**src/rtl/flash_ctl_pkg.sv**
```systemverilog
/*
 * Package for the flash driver control and status block: mode codes,
 * timing constants and the carrier structs for the status outputs.
 * Assumes a 100 MHz block clock derived from the internal oscillator.
 */
package flash_ctl_pkg;
	localparam logic [1:0] MODE_OFF   = 2'h0;
	localparam logic [1:0] MODE_TORCH = 2'h1;
	localparam logic [1:0] MODE_FLASH = 2'h2;
	localparam logic [1:0] MODE_VOLT  = 2'h3;
	localparam logic [3:0] IND_OFF    = 4'h0;
	localparam logic [1:0] TEMP_HOT   = 2'h3;

	localparam int unsigned CLK_HZ      = 100_000_000;
	localparam int unsigned PWM_HZ      = 122;
	// Sixteen duty slots per PWM period.
	localparam int unsigned PWM_SLOTS   = 16;
	localparam int unsigned PWM_SLOT_CYC = CLK_HZ / (PWM_HZ * PWM_SLOTS);
	// Torch watchdog is 11.2 s, kept in milliseconds.
	localparam int unsigned WDOG_MS     = 11200;
	localparam longint unsigned WDOG_CYC_L =
		longint'(WDOG_MS) * longint'(CLK_HZ / 1000);

	typedef struct packed {
		logic       warm;
		logic       overheat;
		logic [1:0] junction;
	} temp_status_t;

	typedef struct packed {
		logic o;
		logic oe;
	} pin_drive_t;
endpackage

```
**src/rtl/flash_driver_status_control.sv**
```systemverilog
/*
 * Control and status logic of an LED flash boost driver: power-good
 * qualification, thermal flags, torch pin, blanking, undervoltage gating,
 * indicator PWM and torch watchdog.
 * Assumes analog comparator results arrive synchronous to clk_in.
 */
`timescale 1ns/10ps
module flash_driver_status_control #(
	parameter longint unsigned WDOG_CYC = flash_ctl_pkg::WDOG_CYC_L
) (
	input  wire logic       clk_in,
	input  wire logic       rst_in,
	input  wire logic       hw_reset_n_in,
	input  wire logic [1:0] mode_wr_data_in,
	input  wire logic       mode_wr_in,
	input  wire logic       pg_output_type_in,
	input  wire logic       thermistor_enable_in,
	input  wire logic [3:0] indicator_level_in,
	input  wire logic [2:0] led_channel_enable_in,
	input  wire logic       storage_cap_select_in,
	input  wire logic       voltage_mode_pin_in,
	input  wire logic       torch_enable_pin_in,
	input  wire logic       blanking_in,
	input  wire logic       vout_in_window_in,
	input  wire logic       reverse_active_in,
	input  wire logic       ts_below_warm_in,
	input  wire logic       ts_below_hot_in,
	input  wire logic [1:0] junction_level_in,
	input  wire logic       undervoltage_in,
	output logic [1:0]      mode_out,
	output logic            supply_ok_status_out,
	output logic            supply_ok_pin_o_out,
	output logic            supply_ok_pin_oe_out,
	output flash_ctl_pkg::temp_status_t temp_status_out,
	output logic [2:0]      led_on_out,
	output logic            flash_current_out,
	output logic            low_current_limit_out,
	output logic            switches_enable_out,
	output logic            vout_pulldown_out,
	output logic            watchdog_expired_out
);
	logic        rst;
	logic [1:0]  mode_q;
	logic [1:0]  mode_d;
	logic        pg_q;
	flash_ctl_pkg::temp_status_t temp_q;
	flash_ctl_pkg::temp_status_t temp_d;
	logic [2:0]  led_q;
	logic        flash_q;
	logic        ilim_q;
	logic        sw_q;
	logic        pull_q;
	logic        pin_o_q;
	logic        pin_oe_q;
	logic        wd_exp_q;
	logic [31:0] slot_cnt_q;
	logic [3:0]  pwm_pos_q;
	logic [63:0] wd_cnt_q;

	// reset pin acts as a synchronous reset of all control state.
	assign rst = rst_in | ~hw_reset_n_in;

	wire volt_mode  = (mode_q == flash_ctl_pkg::MODE_VOLT) |
	                  voltage_mode_pin_in;
	wire shutdown   = (mode_q == flash_ctl_pkg::MODE_OFF) &
	                  ~torch_enable_pin_in & ~voltage_mode_pin_in;
	wire led_mode   = (mode_q == flash_ctl_pkg::MODE_TORCH) |
	                  (mode_q == flash_ctl_pkg::MODE_FLASH);
	wire pin_torch  = torch_enable_pin_in &
	                  ((mode_q == flash_ctl_pkg::MODE_OFF) | volt_mode) &
	                  (indicator_level_in == flash_ctl_pkg::IND_OFF);
	// dimming only in software torch mode.
	wire sw_torch   = (mode_q == flash_ctl_pkg::MODE_TORCH) &
	                  ~torch_enable_pin_in;
	wire dimming    = sw_torch &
	                  (indicator_level_in != flash_ctl_pkg::IND_OFF);
	wire ts_active  = led_mode | pin_torch |
	                  ((mode_q == flash_ctl_pkg::MODE_VOLT) &
	                   thermistor_enable_in);
	wire regulating = led_mode | pin_torch;
	// overheat event while regulating LED current.
	wire hot_event  = ts_active & regulating & ts_below_hot_in;
	// PWM on while position below indicator level.
	wire pwm_on     = pwm_pos_q < indicator_level_in;
	// watchdog runs only for software torch not excluded.
	wire wd_run     = sw_torch & ~dimming & ~wd_exp_q;
	wire wd_done    = wd_run & (wd_cnt_q == WDOG_CYC - 64'h1);
	wire pg_d       = volt_mode & vout_in_window_in & ~reverse_active_in;
	wire sw_d       = ~undervoltage_in & ~shutdown;
	wire [2:0] led_d = (regulating & ~wd_exp_q &
	                    (~dimming | pwm_on) & ~hot_event) ?
	                   led_channel_enable_in : 3'h0;

	always_comb begin
		mode_d = mode_q;
		if (mode_wr_in) begin
			mode_d = mode_wr_data_in;
		end
		if (hot_event) begin
			mode_d = flash_ctl_pkg::MODE_OFF;
		end
	end

	always_comb begin
		temp_d = temp_q;
		temp_d.warm = ts_active & ts_below_warm_in;
		// junction level except in full shutdown.
		temp_d.junction = shutdown ? 2'h0 : junction_level_in;
		// overheat latches and forces junction bits.
		if (hot_event | temp_q.overheat) begin
			temp_d.overheat = 1'b1;
			temp_d.junction = flash_ctl_pkg::TEMP_HOT;
		end
	end

	wire pin_o_d  = pg_output_type_in ? 1'b0 : (shutdown ? 1'b0 : pg_d);
	wire pin_oe_d = pg_output_type_in ? (~shutdown & pg_d) : 1'b1;

	always_ff @(posedge clk_in) begin
		if (rst) begin
			mode_q   <= flash_ctl_pkg::MODE_OFF;
			pg_q     <= 1'b0;
			temp_q   <= '0;
			led_q    <= 3'h0;
			flash_q  <= 1'b0;
			ilim_q   <= 1'b0;
			sw_q     <= 1'b0;
			pull_q   <= 1'b0;
			pin_o_q  <= 1'b0;
			pin_oe_q <= 1'b1;
		end else begin
			mode_q   <= mode_d;
			pg_q     <= pg_d;
			temp_q   <= temp_d;
			led_q    <= led_d;
			// flash current unless pin torch or blanked without storage cap.
			flash_q  <= (mode_q == flash_ctl_pkg::MODE_FLASH) &
			            ~pin_torch & ~(blanking_in & ~storage_cap_select_in);
			// blanking steers current limit in storage mode.
			ilim_q   <= storage_cap_select_in & blanking_in;
			sw_q     <= sw_d;
			pull_q   <= shutdown & ~storage_cap_select_in;
			pin_o_q  <= pin_o_d;
			pin_oe_q <= pin_oe_d;
		end
	end

	// PWM slots derived by dividing the clock.
	always_ff @(posedge clk_in) begin
		if (rst) begin
			slot_cnt_q <= 32'h0;
			pwm_pos_q  <= 4'h0;
		end else if (slot_cnt_q ==
		             32'(flash_ctl_pkg::PWM_SLOT_CYC - 1)) begin
			slot_cnt_q <= 32'h0;
			pwm_pos_q  <= pwm_pos_q + 4'h1;
		end else begin
			slot_cnt_q <= slot_cnt_q + 32'h1;
		end
	end

	// watchdog, not started by torch pin.
	always_ff @(posedge clk_in) begin
		if (rst || !sw_torch) begin
			wd_cnt_q <= 64'h0;
			wd_exp_q <= 1'b0;
		end else if (wd_done) begin
			wd_exp_q <= 1'b1;
		end else if (wd_run) begin
			wd_cnt_q <= wd_cnt_q + 64'h1;
		end
	end

	assign mode_out              = mode_q;
	assign supply_ok_status_out  = pg_q;
	assign supply_ok_pin_o_out   = pin_o_q;
	assign supply_ok_pin_oe_out  = pin_oe_q;
	assign temp_status_out       = temp_q;
	assign led_on_out            = led_q;
	assign flash_current_out     = flash_q;
	assign low_current_limit_out = ilim_q;
	assign switches_enable_out   = sw_q;
	assign vout_pulldown_out     = pull_q;
	assign watchdog_expired_out  = wd_exp_q;

	pg_volt_only_a: assert property (
		@(posedge clk_in) disable iff (rst)
		supply_ok_status_out |-> $past(volt_mode))
		else $error("power good outside voltage mode");

	pg_window_a: assert property (
		@(posedge clk_in) disable iff (rst)
		!vout_in_window_in |=> !supply_ok_status_out)
		else $error("power good outside output window");

	pg_suspend_low_a: assert property (
		@(posedge clk_in) disable iff (rst)
		!volt_mode |=> !supply_ok_status_out)
		else $error("power good high while voltage mode suspended");

	pg_reverse_a: assert property (
		@(posedge clk_in) disable iff (rst)
		reverse_active_in |=> !supply_ok_status_out)
		else $error("power good during reverse operation");

	pp_shutdown_a: assert property (
		@(posedge clk_in) disable iff (rst)
		shutdown && !pg_output_type_in |=>
		supply_ok_pin_oe_out && !supply_ok_pin_o_out)
		else $error("push-pull pin not low in shutdown");

	pg_push_pull_a: assert property (
		@(posedge clk_in) disable iff (rst)
		!pg_output_type_in && !shutdown |=>
		supply_ok_pin_oe_out &&
		supply_ok_pin_o_out == supply_ok_status_out)
		else $error("push-pull pin not following status");

	pg_open_drain_a: assert property (
		@(posedge clk_in) disable iff (rst)
		pg_output_type_in |=> !supply_ok_pin_o_out &&
		supply_ok_pin_oe_out == supply_ok_status_out)
		else $error("open-drain pin not pulling low on status");

	ts_idle_a: assert property (
		@(posedge clk_in) disable iff (rst)
		!ts_active |=> !temp_status_out.warm)
		else $error("warm flag while thermistor not monitored");

	warm_set_a: assert property (
		@(posedge clk_in) disable iff (rst)
		ts_active && ts_below_warm_in |=> temp_status_out.warm)
		else $error("warm flag not set");

	hot_shutdown_a: assert property (
		@(posedge clk_in) disable iff (rst)
		hot_event |=> mode_out == flash_ctl_pkg::MODE_OFF &&
		temp_status_out.overheat &&
		temp_status_out.junction == flash_ctl_pkg::TEMP_HOT)
		else $error("overheat did not suspend operation");

	junction_live_a: assert property (
		@(posedge clk_in) disable iff (rst)
		!shutdown && !temp_status_out.overheat && !hot_event |=>
		temp_status_out.junction == $past(junction_level_in))
		else $error("junction level not reported");

	hw_reset_a: assert property (
		@(posedge clk_in) disable iff (rst_in)
		!hw_reset_n_in |=> mode_out == flash_ctl_pkg::MODE_OFF &&
		temp_status_out == '0)
		else $error("reset pin did not restore defaults");

	pin_no_timer_a: assert property (
		@(posedge clk_in) disable iff (rst)
		torch_enable_pin_in |=> !watchdog_expired_out)
		else $error("watchdog active under torch pin");

	pin_torch_on_a: assert property (
		@(posedge clk_in) disable iff (rst)
		pin_torch && !hot_event && !watchdog_expired_out |=>
		led_on_out == $past(led_channel_enable_in))
		else $error("torch pin did not light enabled channels");

	pin_refused_a: assert property (
		@(posedge clk_in) disable iff (rst)
		torch_enable_pin_in && !led_mode &&
		indicator_level_in != flash_ctl_pkg::IND_OFF |=>
		led_on_out == 3'h0)
		else $error("torch pin honoured with indicator on");

	blank_torch_a: assert property (
		@(posedge clk_in) disable iff (rst)
		blanking_in && !storage_cap_select_in |=>
		!flash_current_out)
		else $error("flash current while blanked");

	ilim_follow_a: assert property (
		@(posedge clk_in) disable iff (rst)
		storage_cap_select_in |=>
		low_current_limit_out == $past(blanking_in))
		else $error("current limit not following blanking");

	uv_gate_a: assert property (
		@(posedge clk_in) disable iff (rst)
		undervoltage_in |=> !switches_enable_out)
		else $error("switches enabled under undervoltage");

	pulldown_a: assert property (
		@(posedge clk_in) disable iff (rst)
		vout_pulldown_out |->
		$past(shutdown) && !$past(storage_cap_select_in))
		else $error("pulldown outside full shutdown");

	dim_gate_a: assert property (
		@(posedge clk_in) disable iff (rst)
		dimming && !pwm_on |=> led_on_out == 3'h0)
		else $error("leds on in off part of dimming period");

	dim_sw_only_a: assert property (
		@(posedge clk_in) disable iff (rst)
		led_mode && !sw_torch && !hot_event &&
		!watchdog_expired_out |=>
		led_on_out == $past(led_channel_enable_in))
		else $error("dimming outside software torch mode");

	wdog_off_a: assert property (
		@(posedge clk_in) disable iff (rst)
		watchdog_expired_out |=> led_on_out == 3'h0)
		else $error("leds on after watchdog expiry");

	slot_range_a: assert property (
		@(posedge clk_in) disable iff (rst)
		slot_cnt_q < 32'(flash_ctl_pkg::PWM_SLOT_CYC))
		else $error("pwm slot counter out of range");

	cover_pg: cover property (@(posedge clk_in) disable iff (rst)
		$rose(supply_ok_status_out));
	cover_hot: cover property (@(posedge clk_in) disable iff (rst)
		hot_event);
	cover_dim: cover property (@(posedge clk_in) disable iff (rst)
		dimming ##1 led_on_out != 3'h0);
	cover_wdog: cover property (@(posedge clk_in) disable iff (rst)
		$rose(watchdog_expired_out));
endmodule

```
**config.mk**
```make
export PLATFORM = sky130hd
export DESIGN_NAME = flash_driver_status_control
export DESIGN_NICKNAME = d
export VERILOG_FILES = /design/src/rtl/flash_ctl_pkg.sv /design/src/rtl/flash_driver_status_control.sv
export SDC_FILE = /design/constraint.sdc
export NUM_CORES = 1
export LEC_CHECK = 0
export ABC_AREA = 1
export BUFFER_PORTS_ARGS = -buffer_cell sky130_fd_sc_hd__buf_2
export CAP_MARGIN = 20
export CORE_AREA = 5 5 134 136
export CTS_BUF_LIST = sky130_fd_sc_hd__clkbuf_2
export DETAILED_ROUTE_END_ITERATION = 8
export DIE_AREA = 0 0 139 141
export PLACE_DENSITY = 0.67
export SLEW_MARGIN = 0
export SYNTH_ARGS = -nofsm -noshare
export SYNTH_HDL_FRONTEND = slang
export SYNTH_SLANG_ARGS = --single-unit
```
**constraint.sdc**
```tcl
create_clock -name clk_in -period 2.5 [get_ports clk_in]
set_input_delay 0 -clock clk_in [delete_from_list [all_inputs] [get_ports clk_in]]
set_output_delay 0 -clock clk_in [all_outputs]
set_load 0.01 [all_outputs]
```
==> summary.md, run 1 <==
| Metric | Value |
|---|---|
| Drt total wl | `20.3 mm` |
| CP top delay family | `buffers and inverters` |
| Cell Area, Synth | `7320 µm²` |
| Die H | `141 µm` |
| Commonest cells post-synth | `343 x nand2_1, 265 x nor2_1, 149 x inv_1` |
| WS Path Type | `in -> reg` |
| Iteration-0 DRC Markers | `525` |
| Core Area | `16,800 µm²` |
| IO buf count | `42` |
| Post-synth EDFFs | `0` |
| RSZ-0062 raised after global routing | `false` |
| Pwr dens | `385 nW/µm²` |
| Total global-route track usage | `21.0%` |
| CP cell instances | `dlygate4sd3_1 -> buf_2 -> inv_1 -> nand4_1 -> dlygate4sd3_1 -> inv_1 -> nand2_1 -> dlygate4sd3_1 -> o221ai_1 -> dlygate4sd3_1 -> nor2_1` |
| Async SR Flop Fraction | `0%` |
| YS warnings | `0` |
| Worst IR drop on VDD | `386 µV` |
| Grt ovf | `0` |
| Final Hold Viols | `0` |
| Die ar. | `19,600 µm²` |
| Seq/Total Area, Yosys | `32.0%` |
| CTS Root Buffer Type | `clkbuf_2` |
| Post-Syn Nets | `1,254` |
| Crit share post-route | `94.9%` |
| Synth top area share | `32.0%` |
| Mean Syn Cell Area | `6.01 µm²` |
| Die width | `139 µm` |
| Synth Instances | `1,217` |
| Placer Congestion | `0.973` |
| Register area | `2340 µm²` |
| Hold Slack | `0.0705 ns` |
| Final Net Count | `1,348` |
| Synth-to-layout area growth | `15.8%` |
| Final Skew | `0.0385 ns` |
| Largest net degree at the start of global routing | `39` |
| Most used cell, CP | `dlygate4sd3_1` |
| Clock Path Buffers | `2` |
| Period minus WS final | `2.37 ns` |
| Post-detailed-route wirelength per cell | `13.1 µm` |
| Setup Viol. Count Final | `0` |
| Fin. max-slew vios | `0` |
| Detailed-route DRC error count | `0` |
| Vias in the first global route | `7,196` |
| Cell taking the most area after synthesis | `dfxtp_1` |
| Top_reg_cell synth | `dfxtp_1` |
| Layout cells sized above 1 | `8.23%` |
| H-tree levels | `4` |
| Startpoint Class | `input port` |
| Ranking of synthesized cells by area | `dfxtp_1 32%, nand2_1 18%, nor2_1 14%` |
| First-pass GRT wire length | `34.3 mm` |
| Post-synth cell types | `34` |
| CTS sink count | `117` |
| Clk slew on worst S/H paths | `0.19 ns` |
| Drt first pass iters | `6` |
| Slew headroom | `55.5%` |
| Max stage delay cell, worst path | `dlygate4sd3_1` |
| Critical path data arrival time | `2.98 ns` |
| HPWL Detailed | `14.9 mm` |
| Pleak | `3.07 nW` |
| Fillers | `1,722` |
| Status | `finished, final reports clean` |
| Site row count | `48` |
| Worst path max stage delay | `0.62 ns` |
| Vias per cell | `4.90` |
| Max Cap Viol | `0` |
| TNS Setup | `0 ns` |
| Crit. End Element | `flop` |
| Crit path max fanout | `2` |
| Via count | `7,594` |
| TritonCTS clock tree | `built` |
| Routed Antenna Nets | `0` |
| Area of the multi-input gates | `4260 µm²` |
| Starting Density | `43.5%` |
| Yosys reg bits | `117` |
| Count leader, synth | `nand2_1` |
| Io pins | `43` |
| Worst hold path type | `in -> reg` |
| Crit path buf inv count | `7` |
| Worst-Margin Slew | `0.666 ns` |
| CTS Buf Count | `17` |
| Clk_lat worst skew | `0.71 ns` |
| Fmax | `0.422 GHz` |
| Initial antenna violation count | `1` |
| Worst EP required | `3.11 ns` |
[cells in the final DEF (no fill, tap or decap), types with 3 or more instances in the layout]
cell,synthesis,final
a21oi_1,58,58
a31oi_1,5,5
buf_2,5,42
buf_4,4,12
clkbuf_2,0,19
clkinv_1,1,3
clkinv_2,0,3
dfxtp_1,117,117
dlygate4sd3_1,0,46
ha_1,11,11
inv_1,149,149
inv_2,4,4
nand2_1,343,343
nand2_2,3,3
nand3_1,74,74
nand4_1,40,40
nor2_1,265,265
nor2_2,4,4
nor2_4,5,5
nor3_1,32,32
nor4_1,5,5
o21ai_0,6,5
o21bai_1,10,10
or2_2,5,5
xnor2_1,21,21
xor2_1,21,21
[tightest hold or removal path, delay by kind of cell]
kind,cells,cell delay [ns]
buffers and inverters,2,0.66
AND/OR/NAND/NOR,2,0.09
[where the power goes]
group | internal, W | leakage (nW) | total [W] | switching, W
clock | 0.000463 | 0.140 | 0.00124 | 0.000778
sequential | 0.00188 | 0.943 | 0.00188 | 0.00000400
combinational | 0.0000747 | 1.98 | 0.000139 | 0.0000638
total | 0.00241 | 3.07 | 0.00326 | 0.000846
[per-stage QoR]
stage | utilization, % | worst slack [ns] | total power, W | instances | cell area [µm²]
2_1_floorplan | - | 0.726 | 0.00196 | 1217 | 7320
3_3_place_gp | 46.3 | 0.366 | 0.00200 | 1471 | 7780
3_5_place_dp | 46.3 | 0.284 | 0.00201 | 1471 | 7780
4_1_cts | 50.4 | 0.140 | 0.00328 | 1549 | 8470
5_1_grt | 50.4 | 0.0200 | 0.00340 | 1550 | 8470
6_report | 50.4 | 0.129 | 0.00326 | 1550 | 8470
[logic make-up (layout without fill, tap and decap cells)]
family,count (synthesis),after routing,share of synthesized area [%]
DFF,117,117,32.0
other,0,1,0
AOI/OAI and AO/OA,82,82,6.16
and+or+nand+nor,785,785,45.1
buffers and inverters,180,287,9.83
xor gates and xnor gates,42,42,5.03
adders and majority gates,11,11,1.88
[final timing paths]
kind	cells past startpoint	to	slack, ns	from
hold / removal	4	low_current_limit_out	0.07	blanking_in
hold reg to reg	1	slot_cnt_q[0]	0.49	slot_cnt_q[0]
setup / recovery	11	flash_current_out	0.13	indicator_level_in[2]
setup reg to reg	9	temp_status_out[0]	0.20	mode_out[0]
[state kept, by name (all words and copies together) (netlist names), 2 cells and up]
name and cells:
mode_out 2, led_on_out 3, pwm_pos_q 4, wd_cnt_q 64, temp_status_out 4, slot_cnt_q 32
[final cells by class]
type / count / area share (%)
multi-input combinational: 920 / 50.3
sequential: 117 / 27.6
timing repair buffer: 101 / 9.21
inverter: 154 / 6.82
tap: 225 / 3.32
clock inverter: 13 / 1.57
clock buffer: 19 / 1.12
antenna: 1 / 0.0295
[what timing repair did]
item	4_1_cts	5_1_grt
endpoints found under the setup margin	0	1
resized for setup	0	1
buffers inserted	0	0
hold buffers	46	0
hold endpoints to repair	69	0
[per-layer routing]
layer | vias to the layer above | global-route usage (%) | part of all wire (%)
met5 | - | 0 | 0
met4 | 0 | 6.02 | 1.9
met2 | 181 | 35.5 | 47
li1 | 4000 | - | -
met3 | 30 | 4.92 | 5.7
met1 | 3383 | 26.9 | 46
No activity file was read; power rests on OpenSTA's default activity.
==> run 2, diff against run 1 <==
--- a/config.mk
+++ b/config.mk
@@ -7,11 +7,10 @@
 export LEC_CHECK = 0
 export ABC_AREA = 1
 export BUFFER_PORTS_ARGS = -buffer_cell sky130_fd_sc_hd__buf_2
-export CAP_MARGIN = 20
-export CORE_AREA = 5 5 134 136
+export CORE_AREA = 5 5 97 189
 export CTS_BUF_LIST = sky130_fd_sc_hd__clkbuf_2
 export DETAILED_ROUTE_END_ITERATION = 8
-export DIE_AREA = 0 0 139 141
+export DIE_AREA = 0 0 102 194
 export PLACE_DENSITY = 0.67
 export SLEW_MARGIN = 0
 export SYNTH_ARGS = -nofsm -noshare
==> run 2 against run 1 <==
Net effect: flip-flop and latch count is the same; final area increased by 1.6%; clock skew is 0.0096 ns higher; routed wire length up 22%; via count is 5.4% higher; global-route usage is 4.7 points higher; final cell count decreased by 0.58%; critical path depth is 3 lower; non-clock buffer count is 9 higher; worst hold slack worse by 0.030 ns; die area is 0.96% higher; critical path type is now reg -> reg; largest cell class unchanged.
==> summary.md, run 2 (synthesis gave the netlist of run 1 again) <==
| Metric | Value |
|---|---|
| Status | `finished, final reports clean` |
| Fmax | `0.409 GHz` |
| Via count | `8,003` |
| CTS Root Buffer Type | `clkbuf_2` |
| Biggest register | `wd_cnt_q` |
| Worst hold path type | `in -> reg` |
| Fin. max-slew vios | `0` |
| Grt ovf | `0` |
| Worst EP required | `3.12 ns` |
| Slew headroom | `54.6%` |
| Vias per cell | `5.19` |
| Worst IR drop on VDD | `405 µV` |
| Crit share post-route | `97.7%` |
| IO buf count | `42` |
| Placer Congestion | `1.00` |
| Biggest regs | `wd_cnt_q: 64 flops, slot_cnt_q: 32 flops` |
| First-pass GRT wire length | `39.2 mm` |
| Drt first pass iters | `6` |
| Synth-to-layout area growth | `17.6%` |
| Die width | `102 µm` |
| Final Skew | `0.0481 ns` |
| Period minus WS final | `2.44 ns` |
| H-tree levels | `4` |
| Worst-Margin Slew | `0.679 ns` |
| Final Net Count | `1,357` |
| Clk slew on worst S/H paths | `0.19 ns` |
| Initial antenna violation count | `1` |
| Clk_lat worst skew | `0.74 ns` |
| CTS Buf Count | `17` |
| WS Path Type | `reg -> reg` |
| Routed Antenna Nets | `0` |
| RSZ-0062 raised after global routing | `false` |
| Startpoint Class | `flop` |
| Critical path data arrival time | `3.07 ns` |
| Vias in the first global route | `8,141` |
| Detailed-route DRC error count | `0` |
| Post-detailed-route wirelength per cell | `16.1 µm` |
| Drt total wl | `24.8 mm` |
| Largest net degree at the start of global routing | `50` |
| TritonCTS clock tree | `built` |
| Starting Density | `43.9%` |
| Crit path max fanout | `4` |
| Max Cap Viol | `0` |
| Pleak | `3.15 nW` |
| Die H | `194 µm` |
| Most frequent cells in the layout | `343 x nand2_1, 265 x nor2_1, 149 x inv_1, 116 x dfxtp_1, 74 x nand3_1` |
| Site row count | `67` |
| Die ar. | `19,800 µm²` |
| Iteration-0 DRC Markers | `433` |
| Layout cells sized above 1 | `8.55%` |
| Setup Viol. Count Final | `0` |
| Core Area | `16,700 µm²` |
| Total global-route track usage | `25.7%` |
| Hold Slack | `0.0403 ns` |
| Io pins | `43` |
| Max FFs per register | `64` |
| Pwr dens | `415 nW/µm²` |
| Crit. End Element | `flop` |
| Final Hold Viols | `0` |
| Clock Path Buffers | `2` |
| CTS sink count | `117` |
| Commonest non-fill, non-tap cell in the layout | `nand2_1` |
| TNS Setup | `0 ns` |
| HPWL Detailed | `18.7 mm` |
==> run 2: what timing repair did <==
item                       in CTS  in global routing
hold endpoints to repair       49                  0
setup endpoints to repair       0                  4
gates resized for setup         0                  3
hold buffers                   51                  0
buffers inserted                0                  0
==> run 2: per-layer routing <==
layer / vias to the layer above / routed length (µm) / track usage [%]
met1: 3591 / 7940 / 21.6
met5: - / 0 / 0
li1: 4025 / - / -
met2: 258 / 13500 / 48.7
met4: 0 / 2610 / 22.3
met3: 129 / 760 / 4.21
==> run 2: area by class of cell <==
class                      count  area [µm²]
antenna                        1        2.50
clock buffer                  18        90.1
clock inverter                14         208
fill                        1746        8080
inverter                     154         578
multi-input combinational    920        4260
sequential                   117        2340
tap                          207         259
timing repair buffer         110         863
==> run 2: path summary, 6_finish.rpt <==
path | start | end | slack, ns | depth (start not counted)
worst min-delay path | voltage_mode_pin_in | supply_ok_pin_oe_out | 0.04 | 6
worst min register to register | slot_cnt_q[0] | slot_cnt_q[0] | 0.49 | 1
worst max-delay path | mode_out[0] | supply_ok_pin_o_out | 0.06 | 8
worst max register to register | mode_out[0] | supply_ok_pin_o_out | 0.06 | 8
==> run 2: critical path: stages, from the launching register on <==
cell,delay (ns)
dfxtp_2,0.38
ha_1,0.22
or2_2,0.33
nand2_1,0.11
dlygate4sd3_1,0.56
nor2_1,0.04
nand2_1,0.08
nor3_1,0.06
dlygate4sd3_1,0.57
==> run 2: where the power goes <==
group	internal [W]	total (W)	switching, W
registers	0.00188	0.00188	0.00000416
logic	0.0000780	0.000145	0.0000667
clock network	0.000755	0.00154	0.000789
==> run 2: stage by stage <==
| step | instances | setup WS [ns] | total power [W] | cell area, µm² | util, % |
|---|---|---|---|---|---|
| after floorplan | 1217 | 0.726 | 0.00196 | 7320 | - |
| final | 1541 | 0.0566 | 0.00357 | 8610 | 51.6 |
| after detailed placement | 1457 | 0.285 | 0.00201 | 7790 | 46.7 |
| after global placement | 1457 | 0.353 | 0.00201 | 7790 | 46.7 |
| after global routing | 1541 | 0.0159 | 0.00370 | 8610 | 51.6 |
| after CTS | 1540 | 0.135 | 0.00360 | 8600 | 51.5 |
